## src/pkg/ssn_cfg.svh

```systemverilog
// Constants for the synchronous transfer negotiation block.
// Assumes inclusion by bare name from design files.
`ifndef SSN_CFG_SVH
`define SSN_CFG_SVH

`define SSN_EXT_MSG_CODE    8'h01
`define SSN_EXT_MSG_LEN     8'h03
`define SSN_SDTR_CODE       8'h01
`define SSN_REJECT_CODE     8'h07
`define SSN_MSG_BYTES       3'h5
`define SSN_PERIOD_MIN      8'h3E
`define SSN_PERIOD_MAX      8'hFF
`define SSN_OFFSET_MAX      8'h08
`define SSN_OFFSET_ASYNC    8'h00
`define SSN_OFFSET_UNLIM    8'hFF
`define SSN_PERIOD_UNIT_NS  4
`define SSN_CLK_PERIOD_NS   20
`define SSN_RST_PERIOD      8'h00
`define SSN_RST_OFFSET      8'h00

`endif

```

## src/pkg/ssn_pkg.sv

```systemverilog
// Types for the synchronous transfer negotiation block.
// Assumes ssn_cfg.svh supplies the numeric constants.
package ssn_pkg;

  typedef enum logic [2:0] {
    SSN_IDLE    = 3'b000,
    SSN_RX      = 3'b001,
    SSN_TX      = 3'b010,
    SSN_WAIT    = 3'b011,
    SSN_REJWAIT = 3'b100
  } ssn_state_t;

endpackage

```

## src/design/ssn_msg_gen.sv

```systemverilog
// Message byte generator for the negotiation block.
// Assumes byte index is sequenced by the caller on the same clock.
`timescale 1ns/100ps
`include "ssn_cfg.svh"

module ssn_msg_gen (
  input  wire logic       ref_clk,
  input  wire logic       rst,
  input  wire logic [2:0] idx,
  input  wire logic [7:0] period,
  input  wire logic [7:0] offset,
  output logic      [7:0] byte_out
);

  logic [7:0] byte_d;
  logic [7:0] byte_q;

  // Five-byte extended message layout
  always_comb begin
    case (idx)
      3'h0:    byte_d = `SSN_EXT_MSG_CODE;
      3'h1:    byte_d = `SSN_EXT_MSG_LEN;
      3'h2:    byte_d = `SSN_SDTR_CODE;
      3'h3:    byte_d = period;
      3'h4:    byte_d = offset;
      default: byte_d = 8'h00;
    endcase
  end

  always_ff @(posedge ref_clk) begin
    if (rst) begin
      byte_q <= 8'h00;
    end else begin
      byte_q <= byte_d;
    end
  end

  assign byte_out = byte_q;

endmodule

```

## src/design/ssn_pace.sv

```systemverilog
// Data-phase REQ pacing: spacing and outstanding offset limit.
// Assumes ack_edge is a one-cycle pulse on ref_clk.
`timescale 1ns/100ps
`include "ssn_cfg.svh"

module ssn_pace #(
  parameter int CW = 12
) (
  input  wire logic          ref_clk,
  input  wire logic          rst,
  input  wire logic          sync_mode,
  input  wire logic [7:0]    period,
  input  wire logic [7:0]    offset,
  input  wire logic          req_pulse,
  input  wire logic          ack_edge,
  output logic               req_ok
);

  logic [CW-1:0] gap_d;
  logic [CW-1:0] gap_q;
  logic [8:0]    outst_d;
  logic [8:0]    outst_q;
  logic [CW-1:0] gap_cycles;
  logic          unlim;
  logic          ok_d;
  logic          ok_q;

  // Period factor times four ns, rounded up to cycles
  assign gap_cycles = CW'(((32'(period) * `SSN_PERIOD_UNIT_NS)
                      + `SSN_CLK_PERIOD_NS - 1) / `SSN_CLK_PERIOD_NS);
  assign unlim = (offset == `SSN_OFFSET_UNLIM);

  always_comb begin
    gap_d   = gap_q;
    outst_d = outst_q;
    if (gap_q != '0) begin
      gap_d = gap_q - CW'(1);
    end
    if (req_pulse) begin
      gap_d = gap_cycles;
    end
    if (!sync_mode) begin
      outst_d = 9'h000;
    end else begin
      case ({req_pulse, ack_edge && (outst_q != 9'h000)})
        2'b10:   outst_d = outst_q + 9'h001;
        2'b01:   outst_d = outst_q - 9'h001;
        default: outst_d = outst_q;
      endcase
    end
    // Async: gap only, ACKs not counted; sync: bounded by offset
    if (!sync_mode) begin
      ok_d = (gap_d == '0) && !req_pulse;
    end else begin
      ok_d = (gap_d <= CW'(1)) &&
             (unlim || (outst_d < {1'b0, offset}));
    end
  end

  always_ff @(posedge ref_clk) begin
    if (rst) begin
      gap_q   <= '0;
      outst_q <= 9'h000;
      ok_q    <= 1'b0;
    end else begin
      gap_q   <= gap_d;
      outst_q <= outst_d;
      ok_q    <= ok_d;
    end
  end

  assign req_ok = ok_q;

endmodule

```

## src/design/ssn_negotiator.sv

```systemverilog
// Synchronous transfer negotiation for the scanner target.
// Assumes message bytes arrive as same-clock strobes from the phase
// engine, which also supplies originate, reject and reset indications.
`timescale 1ns/100ps
`include "ssn_cfg.svh"

module ssn_negotiator #(
  parameter logic [7:0] OWN_PERIOD = `SSN_PERIOD_MIN,
  parameter logic [7:0] OWN_OFFSET = `SSN_OFFSET_MAX,
  parameter int         CW         = 12
) (
  input  wire logic       ref_clk,
  input  wire logic       rst,
  input  wire logic       bdr_msg,
  input  wire logic       originate,
  input  wire logic       rx_valid,
  input  wire logic [7:0] rx_byte,
  input  wire logic       rx_reject,
  input  wire logic       tx_ack,
  input  wire logic       data_phase,
  input  wire logic       req_pulse,
  input  wire logic       ack_edge,
  output logic            tx_valid,
  output logic      [7:0] tx_byte,
  output logic            go_bus_free,
  output logic            neg_pending,
  output logic            sync_mode,
  output logic      [7:0] agreed_period,
  output logic      [7:0] agreed_offset,
  output logic            req_ok
);

  ssn_pkg::ssn_state_t st_d;
  ssn_pkg::ssn_state_t st_q;
  logic [2:0] rx_idx_d;
  logic [2:0] rx_idx_q;
  logic [2:0] tx_idx_d;
  logic [2:0] tx_idx_q;
  logic [7:0] peer_per_d;
  logic [7:0] peer_per_q;
  logic [7:0] peer_off_d;
  logic [7:0] peer_off_q;
  logic [7:0] out_per_d;
  logic [7:0] out_per_q;
  logic [7:0] out_off_d;
  logic [7:0] out_off_q;
  logic       orig_d;
  logic       orig_q;
  logic       pend_d;
  logic       pend_q;
  logic       sync_d;
  logic       sync_q;
  logic [7:0] per_d;
  logic [7:0] per_q;
  logic [7:0] off_d;
  logic [7:0] off_q;
  logic       txv_d;
  logic       txv_q;
  logic       bf_d;
  logic       bf_q;
  logic       hdr_ok;
  logic [7:0] fit_per;
  logic [7:0] fit_off;
  logic [7:0] gen_byte;
  logic       pace_ok;
  logic [7:0] own_per_c;
  logic [7:0] own_off_c;
  logic       rx_done;
  logic       tx_last;
  logic       pace_sync;

  // Own limits clamped into the supported ranges
  assign own_per_c = (OWN_PERIOD < `SSN_PERIOD_MIN) ? `SSN_PERIOD_MIN
                                                     : OWN_PERIOD;
  assign own_off_c = (OWN_OFFSET > `SSN_OFFSET_MAX) ? `SSN_OFFSET_MAX
                                                     : OWN_OFFSET;

  // Longer period and smaller offset substituted only when needed
  assign fit_per = (peer_per_q < own_per_c) ? own_per_c : peer_per_q;
  assign fit_off = (peer_off_q > own_off_c) ? own_off_c : peer_off_q;

  // Whole message in, or the last byte of ours on its way out
  assign rx_done = (rx_idx_q == `SSN_MSG_BYTES);
  assign tx_last = (tx_idx_q == `SSN_MSG_BYTES - 3'h1);

  // Pacing follows the agreement in data phases only
  assign pace_sync = sync_q && data_phase;

  // Bytes 0 to 2 must carry the fixed codes
  always_comb begin
    case (rx_idx_q)
      3'h0:    hdr_ok = (rx_byte == `SSN_EXT_MSG_CODE);
      3'h1:    hdr_ok = (rx_byte == `SSN_EXT_MSG_LEN);
      3'h2:    hdr_ok = (rx_byte == `SSN_SDTR_CODE);
      default: hdr_ok = 1'b1;
    endcase
  end

  always_comb begin
    st_d       = st_q;
    rx_idx_d   = rx_idx_q;
    tx_idx_d   = tx_idx_q;
    peer_per_d = peer_per_q;
    peer_off_d = peer_off_q;
    out_per_d  = out_per_q;
    out_off_d  = out_off_q;
    orig_d     = orig_q;
    pend_d     = pend_q;
    sync_d     = sync_q;
    per_d      = per_q;
    off_d      = off_q;
    txv_d      = txv_q;
    bf_d       = 1'b0;
    case (st_q)
      ssn_pkg::SSN_IDLE: begin
        if (rx_valid) begin
          // First byte is checked here so counting resumes at the length
          if (rx_byte == `SSN_EXT_MSG_CODE) begin
            rx_idx_d = 3'h1;
            orig_d   = 1'b0;
            st_d     = ssn_pkg::SSN_RX;
          end
        end else if (pend_q) begin
          // Propose what we can receive reliably
          out_per_d = own_per_c;
          out_off_d = own_off_c;
          orig_d    = 1'b1;
          tx_idx_d  = 3'h0;
          txv_d     = 1'b1;
          st_d      = ssn_pkg::SSN_TX;
        end
      end
      ssn_pkg::SSN_RX: begin
        if (rx_valid) begin
          // A wrong header byte drops the message without a reply
          if (!hdr_ok) begin
            st_d = ssn_pkg::SSN_IDLE;
          end else begin
            if (rx_idx_q == 3'h3) begin
              peer_per_d = rx_byte;
            end
            if (rx_idx_q == 3'h4) begin
              peer_off_d = rx_byte;
            end
            rx_idx_d = rx_idx_q + 3'h1;
          end
        end else if (rx_done) begin
          if (orig_q) begin
            // Reply closes our exchange
            per_d  = fit_per;
            off_d  = fit_off;
            sync_d = (peer_off_q != `SSN_OFFSET_ASYNC);
            pend_d = 1'b0;
            st_d   = ssn_pkg::SSN_IDLE;
          end else begin
            // Answer with the message, never a reject
            out_per_d = fit_per;
            out_off_d = fit_off;
            tx_idx_d  = 3'h0;
            txv_d     = 1'b1;
            st_d      = ssn_pkg::SSN_TX;
          end
        end
      end
      ssn_pkg::SSN_TX: begin
        if (tx_ack) begin
          if (tx_last) begin
            txv_d = 1'b0;
            if (orig_q) begin
              rx_idx_d = 3'h0;
              st_d     = ssn_pkg::SSN_WAIT;
            end else begin
              per_d  = out_per_q;
              off_d  = out_off_q;
              sync_d = (out_off_q != `SSN_OFFSET_ASYNC);
              pend_d = 1'b0;
              st_d   = ssn_pkg::SSN_IDLE;
            end
          end else begin
            // Each accepted byte moves on to the next one
            tx_idx_d = tx_idx_q + 3'h1;
          end
        end
      end
      ssn_pkg::SSN_WAIT: begin
        if (rx_reject) begin
          sync_d = 1'b0;
          off_d  = `SSN_OFFSET_ASYNC;
          pend_d = 1'b0;
          st_d   = ssn_pkg::SSN_IDLE;
        end else if (rx_valid) begin
          st_d = ssn_pkg::SSN_RX;
          if (rx_byte == `SSN_EXT_MSG_CODE) begin
            rx_idx_d = 3'h1;
          end else begin
            st_d = ssn_pkg::SSN_IDLE;
          end
        end
      end
      default: st_d = ssn_pkg::SSN_IDLE;
    endcase
    // A new request outlives a clear in the same cycle
    if (originate) begin
      pend_d = 1'b1;
    end
    // Device reset message voids the agreement
    if (bdr_msg) begin
      st_d   = ssn_pkg::SSN_IDLE;
      sync_d = 1'b0;
      per_d  = `SSN_RST_PERIOD;
      off_d  = `SSN_RST_OFFSET;
      pend_d = 1'b1;
      txv_d  = 1'b0;
      bf_d   = 1'b1;
    end
  end

  always_ff @(posedge ref_clk) begin
    if (rst) begin
      st_q       <= ssn_pkg::SSN_IDLE;
      rx_idx_q   <= 3'h0;
      tx_idx_q   <= 3'h0;
      peer_per_q <= `SSN_RST_PERIOD;
      peer_off_q <= `SSN_RST_OFFSET;
      out_per_q  <= `SSN_RST_PERIOD;
      out_off_q  <= `SSN_RST_OFFSET;
      orig_q     <= 1'b0;
      pend_q     <= 1'b1;
      sync_q     <= 1'b0;
      per_q      <= `SSN_RST_PERIOD;
      off_q      <= `SSN_RST_OFFSET;
      txv_q      <= 1'b0;
      bf_q       <= 1'b0;
    end else begin
      st_q       <= st_d;
      rx_idx_q   <= rx_idx_d;
      tx_idx_q   <= tx_idx_d;
      peer_per_q <= peer_per_d;
      peer_off_q <= peer_off_d;
      out_per_q  <= out_per_d;
      out_off_q  <= out_off_d;
      orig_q     <= orig_d;
      pend_q     <= pend_d;
      sync_q     <= sync_d;
      per_q      <= per_d;
      off_q      <= off_d;
      txv_q      <= txv_d;
      bf_q       <= bf_d;
    end
  end

  // Next byte is registered so it lines up with tx_valid
  ssn_msg_gen u_gen (
    .ref_clk  (ref_clk),
    .rst      (rst),
    .idx      (tx_idx_d),
    .period   (out_per_d),
    .offset   (out_off_d),
    .byte_out (gen_byte)
  );

  // Agreed pacing applies in data phases only; async rules otherwise
  ssn_pace #(
    .CW (CW)
  ) u_pace (
    .ref_clk   (ref_clk),
    .rst       (rst),
    .sync_mode (pace_sync),
    .period    (per_q),
    .offset    (off_q),
    .req_pulse (req_pulse),
    .ack_edge  (ack_edge),
    .req_ok    (pace_ok)
  );

  assign tx_valid      = txv_q;
  assign tx_byte       = gen_byte;
  assign go_bus_free   = bf_q;
  assign neg_pending   = pend_q;
  assign sync_mode     = sync_q;
  assign agreed_period = per_q;
  assign agreed_offset = off_q;
  assign req_ok        = pace_ok;

endmodule

```

## config.mk

```make
export PLATFORM = sky130hd
export DESIGN_NAME = ssn_negotiator
export DESIGN_NICKNAME = d
export VERILOG_FILES = /design/src/pkg/ssn_pkg.sv /design/src/design/ssn_msg_gen.sv /design/src/design/ssn_pace.sv /design/src/design/ssn_negotiator.sv
export VERILOG_INCLUDE_DIRS = /design/src /design/src/pkg
export SDC_FILE = /design/constraint.sdc
export NUM_CORES = 1
export LEC_CHECK = 0
export ABC_AREA = 1
export BUFFER_PORTS_ARGS = -buffer_cell sky130_fd_sc_hd__buf_4
export CORE_ASPECT_RATIO = 0.8
export CORE_UTILIZATION = 40
export DETAILED_ROUTE_END_ITERATION = 8
export GPL_ROUTABILITY_DRIVEN = 1
export PLACE_DENSITY = 0.63
export SLEW_MARGIN = 5
export SYNTH_ARGS = -nofsm -noshare
export SYNTH_HDL_FRONTEND = slang
export SYNTH_SLANG_ARGS = --single-unit
```

## constraint.sdc

```tcl
create_clock -name ref_clk -period 9.3 [get_ports ref_clk]
set_input_delay 0.465 -clock ref_clk [delete_from_list [all_inputs] [get_ports ref_clk]]
set_output_delay 0.465 -clock ref_clk [all_outputs]
set_load 0.01 [all_outputs]
```

; Word-level counts from Yosys, hierarchy flattened
; Cells that the tools add are included.
[word_totals]
regBits = 92
wordCells = 192
[classes]
addsub = 7
div = 1
n_lt_le_gt_ge = 4
n_eq_ne = 38
n_mux = 93
reduce_logical = 31
[ops]
columns = operator, n
row1 = $mux W8, 25
row2 = $mux W3, 25
row3 = $pmux W8 S2, 3
row4 = $div A32 B5 Y32 const B, 1
row5 = $pmux W8 S4, 1
row6 = $sub A32 B1 Y32 const B, 1
row7 = $ne A2 B2 Y1 const B, 14
row8 = $mux W1, 25
row9 = $mux W12, 2
row10 = $pmux W3 S4, 2
row11 = $pmux W8 S3, 1
row12 = $reduce_and A7 Y1, 3
row13 = $eq A3 B2 Y1 const B, 6
row14 = $pmux W9 S2, 1
row15 = $reduce_and A8 Y1, 2
row16 = $reduce_bool A8 Y1, 2
row17 = $ne A3 B3 Y1 const B, 5
row18 = $eq A3 B3 Y1 const B, 4
row19 = $le A12 B1 Y1 const B, 1
row20 = $logic_not A12 Y1, 1
row21 = $reduce_bool A12 Y1, 1
row22 = $sub A12 B1 Y12 const B, 1
row23 = $add A10 B5 Y11 const B, 1
row24 = $add A9 B1 Y9 const B, 1
row25 = 29 further kinds, 45

; Depth between registers and ports, before layout
; Gate-level depths: netlist of run 1.
[logic_depth]
word_depth = 9
mapped_depth = 44

; By module
; Synthesis of run 1 repeated with hierarchy kept, for this count alone.
[unflattened]
hier_cells = 917
hier_area_um2 = 6177.2
[modules_own_cells]
columns = mod, n_inst, cells_each, area_each_um2, seq_area_each_um2
row1 = ssn_negotiator, 1, 482, 3315.7, 1221.2
row2 = ssn_pace, 1, 393, 2498.6, 440.4
row3 = ssn_msg_gen, 1, 42, 362.8, 160.2

; Worst setup path before layout of run 1
; OpenSTA, ideal clock, no wires.
[synth_timing]
path_kind = register to register
from = register per_q[0], in the netlist agreed_period[0]
to = register u_pace.gap_q[0]
setup_ns = 0.112
t_arrival_ns = 3.955
required_time_ns = 9.188
slack_ns = 5.233
stages_incl_launch_ff = 41
n_path_buf = 0
synth_period_minus_slack_ns = 4.067
cell_sequence = dfxtp_1 -> ha_1 -> inv_1 -> nand2_1 -> nand2_1 -> nand2_1 -> nand2_2 -> nor2_4 -> nand2_1 -> nor3_1 -> ha_1 -> inv_1 -> o21bai_2 -> nand2_1 -> clkinv_1 -> nand3_2 -> nand4_1 -> nand2_2 -> (+5 left out) -> o21ai_1 -> nand2_2 -> nand2_2 -> nand2_2 -> nand2_1 -> nand2_2 -> nand3_2 -> nand2_2 -> nand2_1 -> nand3_2 -> nand2_4 -> nand2_2 -> nand2_1 -> nand2_1 -> nand2_1 -> nand2_1 -> nor2_1 -> nor2_1
[synth_between]
elab_chain_len = 4
[synth_rtl]
columns = item, line
row1 = "start, declared", ssn_negotiator.sv:54  ; logic [7:0] per_q;
row2 = "start signal, assigned", ssn_negotiator.sv:230  ; per_q <= `SSN_RST_PERIOD;
row3 = "start signal, assigned", ssn_negotiator.sv:245  ; per_q <= per_d;
row4 = $add A10 B5 Y11 (no line), n/a
row5 = $sub A32 B1 Y32, ssn_pace.sv:29  ; assign gap_cycles = CW'(((32'(period) * `SSN_PERIOD_UNIT_NS)
row6 = $div A32 B5 Y32 (no line), n/a
row7 = $mux W12, ssn_pace.sv:39  ; if (req_pulse) begin
row8 = "end signal, assigned", ssn_pace.sv:66  ; gap_q <= gap_d;
row9 = "end, declared", ssn_pace.sv:20  ; logic [CW-1:0] gap_q;
; No other way between the ends.
; A chain may end at the register's enable or synchronous reset.

; Final worst setup path of run 1
[layout_timing]
from = register per_q[1], in the netlist agreed_period[1]
to = register u_pace.gap_q[0]
; Same word-level chain as after synthesis.

==> flow_summary.json, run 1 <==
{
  "clockBufferDepth": 2,
  "routedWlPerCell_um": 13.86,
  "status": "complete, no violations",
  "final_cell_mix": "161 x nand2_1, 121 x nor2_1, 120 x inv_1",
  "syn_to_final_growth_pct": 13.59,
  "critPathMaxFanout": 7,
  "grt_overflow_total": 0,
  "drive_gt1_share_pct": 12.97,
  "grt_start_max_net_pins": 51,
  "startpoint_type": "flop",
  "final_common_cell": "nand2_1",
  "worstMarginPinSlew_ns": 1.031,
  "async_flop_share_pct": 0,
  "io_pins": 47,
  "hp-class": "in -> reg",
  "synth_seq_area_share_pct": 29.70,
  "hold_depth": 3,
  "yosysWarnings": 0,
  "wl_um": 16190,
  "die_w_um": 140.4,
  "powerDensity_nw_per_um2": 167.5,
  "drv_slew": 0,
  "num_vias": 6188,
  "postCtsSetupBuffers": 0,
  "nFillCells": 1581,
  "cap_viol_max_count": 0,
  "cts-resized-gates": 0,
  "fmax_ghz": 0.2091,
  "grt_usage_pct": 21.20,
  "multi_input_area_um2": 3724,
  "dp.cells": 1152,
  "clock_latency_ns": 0.35,
  "ys.flop_type": "dfxtp_1",
  "nets": 1026,
  "port_buffers": 46,
  "vias_per_cell": 5.298,
  "antenna_found_initial": 0,
  "crit_type": "reg -> reg",
  "p_comb_share_pct": 27.9,
  "fp.coreArea_um2": 15010,
  "netlist_area_um2": 6133,
  "dpl.hpwl_um": 12420,
  "rsz0062_at_grt": "false",
  "synth.avg_cell_area_um2": 6.567,
  "final_hold_viol_count": 0,
  "drtIter0Drc": 370,
  "start_util_pct": 40.85,
  "ant_nets": 0,
  "worst_slack_ns": 4.517,
  "grt_pass1_wl_um": 26940,
  "slew_headroom_pct": 30.72,
  "whs_ns": 0.3199,
  "p_leak_nw": 3.226,
  "fin_crit_sh_pct": 51.43,
  "diodes": 0,
  "yosysUniqueCellTypes": 52,
  "gp_congestion": 0.8888,
  "p_switching_mw": 0.4011,
  "synth_edf_count": 0,
  "synthCells": 934,
  "ff2ff_path_depth": 41,
  "period_needed_ns": 4.783,
  "die_area_um2": 15840,
  "grt_pass1_vias": 5463,
  "crit_family": "simple AND/OR/NAND/NOR gates",
  "ys_ff_latch": 91,
  "slowest_delay_ns": 0.48,
  "cts_max_level": 3,
  "crit_path_top_delay_cell": "dfxtp_1",
  "required_ns": 9.55,
  "ctsHoldBuffers": 0,
  "die_h_um": 112.8,
  "cts_tree": "done",
  "finalPower_mw": 1.167,
  "synth_fp_nets": 986,
  "fin_skew_ns": 0.01070,
  "path_clk_slew_ns": 0.07,
  "ir_worst_vdd_mv": 0.1093,
  "critPathCaptureType": "flop",
  "drtPass1Iterations": 4,
  "worstPathArrival_ns": 5.03,
  "worst-path-buf-inv": 5,
  "root_buffer": "clkbuf_16",
  "seq_power_share_pct": 37.6,
  "p_int_mw": 0.7655,
  "rows": 40,
  "regArea_um2": 1822,
  "path_common_cell": "nand2_1",
  "swShare_pct": 34.38,
  "clock_sinks": 91,
  "numCtsBuffers": 9,
  "cp.depth": 41,
  "final_cells": 1168,
  "finalSetupViolations": 0,
  "clkPwrFrac_pct": 34.5,
  "drc": 0,
  "setup_tns_ns": 0,
  "place_ws_ns": 4.574
}
layout make-up:
| cell class | count | area share (%) |
|---|---|---|
| Clock buffer | 10 | 3.287 |
| Clock inverter | 6 | 1.347 |
| Inverter | 136 | 7.417 |
| Multi-Input combinational cell | 690 | 53.45 |
| Sequential cell | 91 | 26.15 |
| Tap cell | 189 | 3.394 |
| Timing Repair Buffer | 46 | 4.957 |
flip-flops by register name, indices dropped and copies added (netlist names), 3 cells and up:
register and cells:
out_off_q 8, tx_idx_q 3, peer_per_q 8, u_pace.outst_q 9, rx_idx_q 3, u_pace.gap_q 12, peer_off_q 8, u_gen.byte_out 8
agreed_offset 8, out_per_q 8, agreed_period 8
worst paths after layout:
path / from / end / slack (ns)
setup / recovery: agreed_period[1] / u_pace.gap_q[0] / 4.52
hold / removal: originate / neg_pending / 0.32
setup reg to reg: agreed_period[1] / u_pace.gap_q[0] / 4.52
hold reg to reg: peer_per_q[0] / peer_per_q[0] / 0.47
stage by stage:
stage / cell area [um^2] / util [%]
6_report: 6967 / 46.40
5_1_grt: 6967 / 46.40
4_1_cts: 6967 / 46.40
3_5_place_dp: 6644 / 44.25
3_3_place_gp: 6644 / 44.25
2_1_floorplan: 6133 / -
per-layer routing:
layer / track usage [%] / part of all wire [%] / wire length [um] / vias to the layer above
met5: 0 / 0 / 0 / -
met4: 4.029 / 0.77 / 125 / 0
met3: 4.867 / 5.8 / 940 / 10
met2: 32.37 / 41 / 6656 / 158
met1: 30.52 / 52 / 8468 / 2820
li1: - / - / - / 3200
logic make-up (layout without fill, tap and decap cells):
| family | count (synthesis) | in the layout | synth area share [%] |
|---|---|---|---|
| flip-flops | 91 | 91 | 29.70 |
| AND/OR/NAND/NOR | 443 | 443 | 33.13 |
| buffers and inverters | 153 | 198 | 9.588 |
| adder cells (fa/ha/maj) | 34 | 34 | 7.058 |
| XOR/XNOR | 8 | 8 | 1.448 |
| AO/OA/AOI/OAI | 205 | 205 | 19.07 |
synth_stat cells, types with 2 or more instances:
library cell	number	area share (%)
a2111oi_0	3	0.43
a211oi_1	10	1.2
a21oi_1	74	6.0
a221oi_1	2	0.29
a22oi_1	2	0.24
a31oi_1	7	0.71
a32oi_1	5	0.71
buf_1	3	0.18
clkbuf_1	13	0.80
clkinv_1	5	0.31
dfxtp_1	91	30
ha_1	33	6.7
inv_1	120	7.3
inv_2	9	0.55
nand2_1	161	9.9
nand2_2	25	2.5
nand2_4	2	0.37
nand3_1	59	4.8
nand3_2	7	1.1
nand3b_1	3	0.37
nand4_1	13	1.3
nor2_1	121	7.4
nor2_2	7	0.71
nor3_1	19	1.6
nor4_1	13	1.3
o211ai_1	6	0.73
o21a_1	4	0.49
o21ai_0	73	6.0
o21ai_1	5	0.41
o21bai_1	2	0.24
o22ai_1	4	0.41
or2_2	8	0.82
xor2_1	6	0.86
power by group through the flow:
| stage | Clock [mW] | Sequential, mW | Combinational, mW |
|---|---|---|---|
| after floorplan | 0 | 0.442 | 0.242 |
| after global placement | 0 | 0.447 | 0.320 |
| after detailed placement | 0 | 0.447 | 0.318 |
| after CTS | 0.410 | 0.438 | 0.320 |
| after global routing | 0.430 | 0.442 | 0.366 |
| final | 0.403 | 0.439 | 0.325 |
worst register-to-register path, delay by kind of cell, from the launching register on:
kind	cells	cell delay, ns
fa+ha+maj	2	0.58
buf+inv	5	0.48
flops	1	0.48
simple gates	34	3.15
No activity file was read; power rests on OpenSTA's default activity.
==> run 2: changes to the inputs <==
--- a/config.mk
+++ b/config.mk
@@ -6,13 +6,13 @@
 export SDC_FILE = /design/constraint.sdc
 export NUM_CORES = 1
 export LEC_CHECK = 0
-export ABC_AREA = 1
+export ABC_AREA = 0
 export BUFFER_PORTS_ARGS = -buffer_cell sky130_fd_sc_hd__buf_4
 export CORE_ASPECT_RATIO = 0.8
 export CORE_UTILIZATION = 40
 export DETAILED_ROUTE_END_ITERATION = 8
 export GPL_ROUTABILITY_DRIVEN = 1
-export PLACE_DENSITY = 0.63
+export PLACE_DENSITY = 0.65
 export SLEW_MARGIN = 5
 export SYNTH_ARGS = -nofsm -noshare
 export SYNTH_HDL_FRONTEND = slang
==> constraint.sdc (replaced) <==
create_clock -name ref_clk -period 4.1 [get_ports ref_clk]
set_input_delay 0.205 -clock ref_clk [delete_from_list [all_inputs] [get_ports ref_clk]]
set_output_delay 0.205 -clock ref_clk [all_outputs]
set_load 0.01 [all_outputs]
==> run 2 against run 1 <==
  * The flow now finishes with violations (negative setup slack)
  * Synthesized cell count shrank 11%
  * Non-clock buffer count grew 106
  * Hold slack lost 0.28 ns
  * Die area grew 2.4%
  * Flip-flop and latch count is the same
  * Sequential power grew 110%
  * Count of clock-buffer cells in the layout grew 1
  * Combinational power grew 39%
  * Design area grew 17%
  * Area after synthesis grew 2.5%
  * First-iteration DRC count grew 31%
  * Global-route usage grew 1.9 points
  * Critical path type unchanged
  * Largest cell class unchanged
==> flow_summary.json, run 2 <==
{
  "async_flop_share_pct": 0,
  "largest_register": "u_pace.gap_q",
  "yosysUniqueCellTypes": 84,
  "die_h_um": 114.1,
  "worst-r2r-setup-slack_ns": -0.07,
  "ir_worst_vdd_mv": 0.3203,
  "fin_crit_sh_pct": 101.6,
  "drc": 0,
  "rows": 40,
  "final_common_cell": "buf_4",
  "startpoint_type": "flop",
  "synth.most_common_cell": "nor2_1",
  "fmax_ghz": 0.2400,
  "final_hold_viol_count": 0,
  "syn_to_final_growth_pct": 29.74,
  "r2r-end": "u_pace.gap_q[1]",
  "drive_gt1_share_pct": 24.66,
  "io_pins": 47,
  "yosys.area.top_type": "dfxtp_1",
  "numCtsBuffers": 9,
  "rsz0062_at_grt": "true",
  "grt_pass1_wl_um": 29970,
  "critPathMaxFanout": 5,
  "hold_depth": 2,
  "netlist_area_um2": 6285,
  "drv_slew": 0,
  "failed_checks": "negative setup slack",
  "slew_headroom_pct": 38.12,
  "min_to": "neg_pending",
  "antenna_found_initial": 0,
  "synth_edf_count": 0,
  "hp-class": "in -> reg",
  "p_leak_nw": 3.208,
  "regToRegStartpoint": "agreed_period[0]",
  "largest_registers": "u_pace.gap_q: 12 flops, u_pace.outst_q: 9 flops",
  "crit_type": "reg -> reg",
  "period_needed_ns": 4.166,
  "dpl_cell_area_um2": 7477,
  "ys.flop_type": "dfxtp_1",
  "required_ns": 4.30,
  "worst_slack_ns": -0.06611,
  "start_util_pct": 41.44,
  "gp_congestion": 0.8982,
  "die_w_um": 142.1,
  "clockBufferDepth": 2,
  "synthTopCellsByCount": "139 x nor2_1, 91 x dfxtp_1, 68 x a21oi_1",
  "status": "complete, but fails checks",
  "cap_viol_max_count": 0,
  "fp.coreArea_um2": 15160,
  "synth_fp_nets": 887,
  "ant_nets": 0,
  "hold_path.startpoint": "originate",
  "critPathCaptureType": "flop",
  "clock_latency_ns": 0.34,
  "yosysWarnings": 0,
  "drtIter0Drc": 485,
  "synthCells": 835,
  "final_area_um2": 8154,
  "num_vias": 6557,
  "wl_um": 18310,
  "worstMarginPinSlew_ns": 0.9216,
  "fin_skew_ns": 0.01128,
  "ff2ff_path_depth": 18,
  "synth.avg_cell_area_um2": 7.527,
  "port_buffers": 46,
  "ys_ff_latch": 91,
  "largest_reg_flops": 12,
  "drtPass1Iterations": 5,
  "grt_pass1_vias": 5816,
  "whs_ns": 0.04260,
  "diodes": 0,
  "powerDensity_nw_per_um2": 281.0,
  "routedWlPerCell_um": 15.69,
  "root_buffer": "clkbuf_16",
  "synthTopCellsByArea": "dfxtp_1 29%, nor2_1 8.3%, ha_1 6.6%, a21oi_1 5.4%, nand2_1 4.0%",
  "synth_seq_area_share_pct": 28.99,
  "final_cell_mix": "146 x buf_4, 136 x nor2_1, 87 x dfxtp_1",
  "grt_usage_pct": 23.05,
  "nets": 1004,
  "worstPathArrival_ns": 4.37,
  "clock_sinks": 91,
  "grt_start_max_net_pins": 66,
  "setup_tns_ns": -0.1811,
  "dpl.hpwl_um": 13550,
  "cts_max_level": 3,
  "path_clk_slew_ns": 0.07,
  "grt_overflow_total": 0,
  "cts_tree": "done",
  "finalSetupViolations": 3,
  "synth_top_area_share_pct": 28.99,
  "die_area_um2": 16220,
  "vias_per_cell": 5.619
}
-- run 2: layer usage --
layer | routed length, um | track usage (%)
met3 | 1128 | 3.848
met2 | 7402 | 32.84
met5 | 0 | 0
met4 | 128 | 3.584
met1 | 9647 | 36.14
-- run 2: layout make-up --
type | instances | area (um^2)
repair buffers | 152 | 1172
well taps | 210 | 262.8
clock buffers | 11 | 264.0
clock inverters | 5 | 66.31
fillers | 1419 | 7010
multi-input cells | 668 | 4439
flip-flops and latches | 91 | 1832
inverters | 30 | 117.6
-- run 2: worst max path at each step --
stage                          start               to  slack, ns  cells after the start
detailed placement  agreed_period[0]  u_pace.gap_q[1]      -0.25                     17
floorplan           agreed_period[0]  u_pace.gap_q[0]      -0.26                     18
CTS                 agreed_period[0]    u_pace.req_ok      -0.06                     18
global placement    agreed_period[0]    u_pace.req_ok      -0.19                     17
global route        agreed_period[0]  u_pace.gap_q[0]      -0.25                     18
finish              agreed_period[0]  u_pace.gap_q[1]      -0.07                     18
-- run 2: where the power goes --
group	leakage [nW]	total, mW	internal, mW	switching, mW
clock network	0.159	0.897	0.534	0.363
registers	0.742	0.942	0.913	0.0291
logic	2.31	0.453	0.191	0.262
total	3.21	2.29	1.64	0.654
-- run 2: kinds of logic (layout without fill, tap and decap cells) --
group / after synthesis / after routing / synth area share [%]
XOR/XNOR: 29 / 29 / 4.041
AO/OA/AOI/OAI: 237 / 237 / 26.36
AND/OR/NAND/NOR: 355 / 355 / 26.92
buffers and inverters: 76 / 198 / 4.718
multiplexers: 13 / 13 / 2.090
adder cells (fa/ha/maj): 34 / 34 / 6.888
flip-flops: 91 / 91 / 28.99
-- run 2: per-stage QoR --
step / std cells / power [mW] / setup slack (ns) / util, %
finish: 1167 / 2.292 / -0.06611 / 53.77
global route: 1167 / 2.396 / -0.2503 / 53.77
CTS: 1165 / 2.294 / -0.05769 / 53.09
detailed placement: 1135 / 1.387 / -0.2486 / 49.31
global placement: 1135 / 1.384 / -0.1945 / 49.31
floorplan: 835 / 1.259 / -0.2604 / -
-- run 2: worst max-delay path, cell delays in order (launching register included) --
cell and delay, ns:
dfxtp_4 0.37, buf_6 0.11, inv_6 0.03, ha_4 0.28, and4bb_2 0.26, and3_4 0.18, o211ai_1 0.24, buf_4 0.17
o211ai_1 0.11, a21oi_1 0.24, nor4_4 0.08, o31a_1 0.29, or2_4 0.28, o311ai_4 0.24, nor2_1 0.08, or4_4 0.53
o21ba_4 0.27, a31oi_4 0.10, nor2b_1 0.15
-- run 2: repair_timing --
action,in CTS,in global routing
setup endpoints to repair,4,4
buffers inserted,14,2
pin swaps,28,13
hold buffers,0,0
resized for setup,33,18
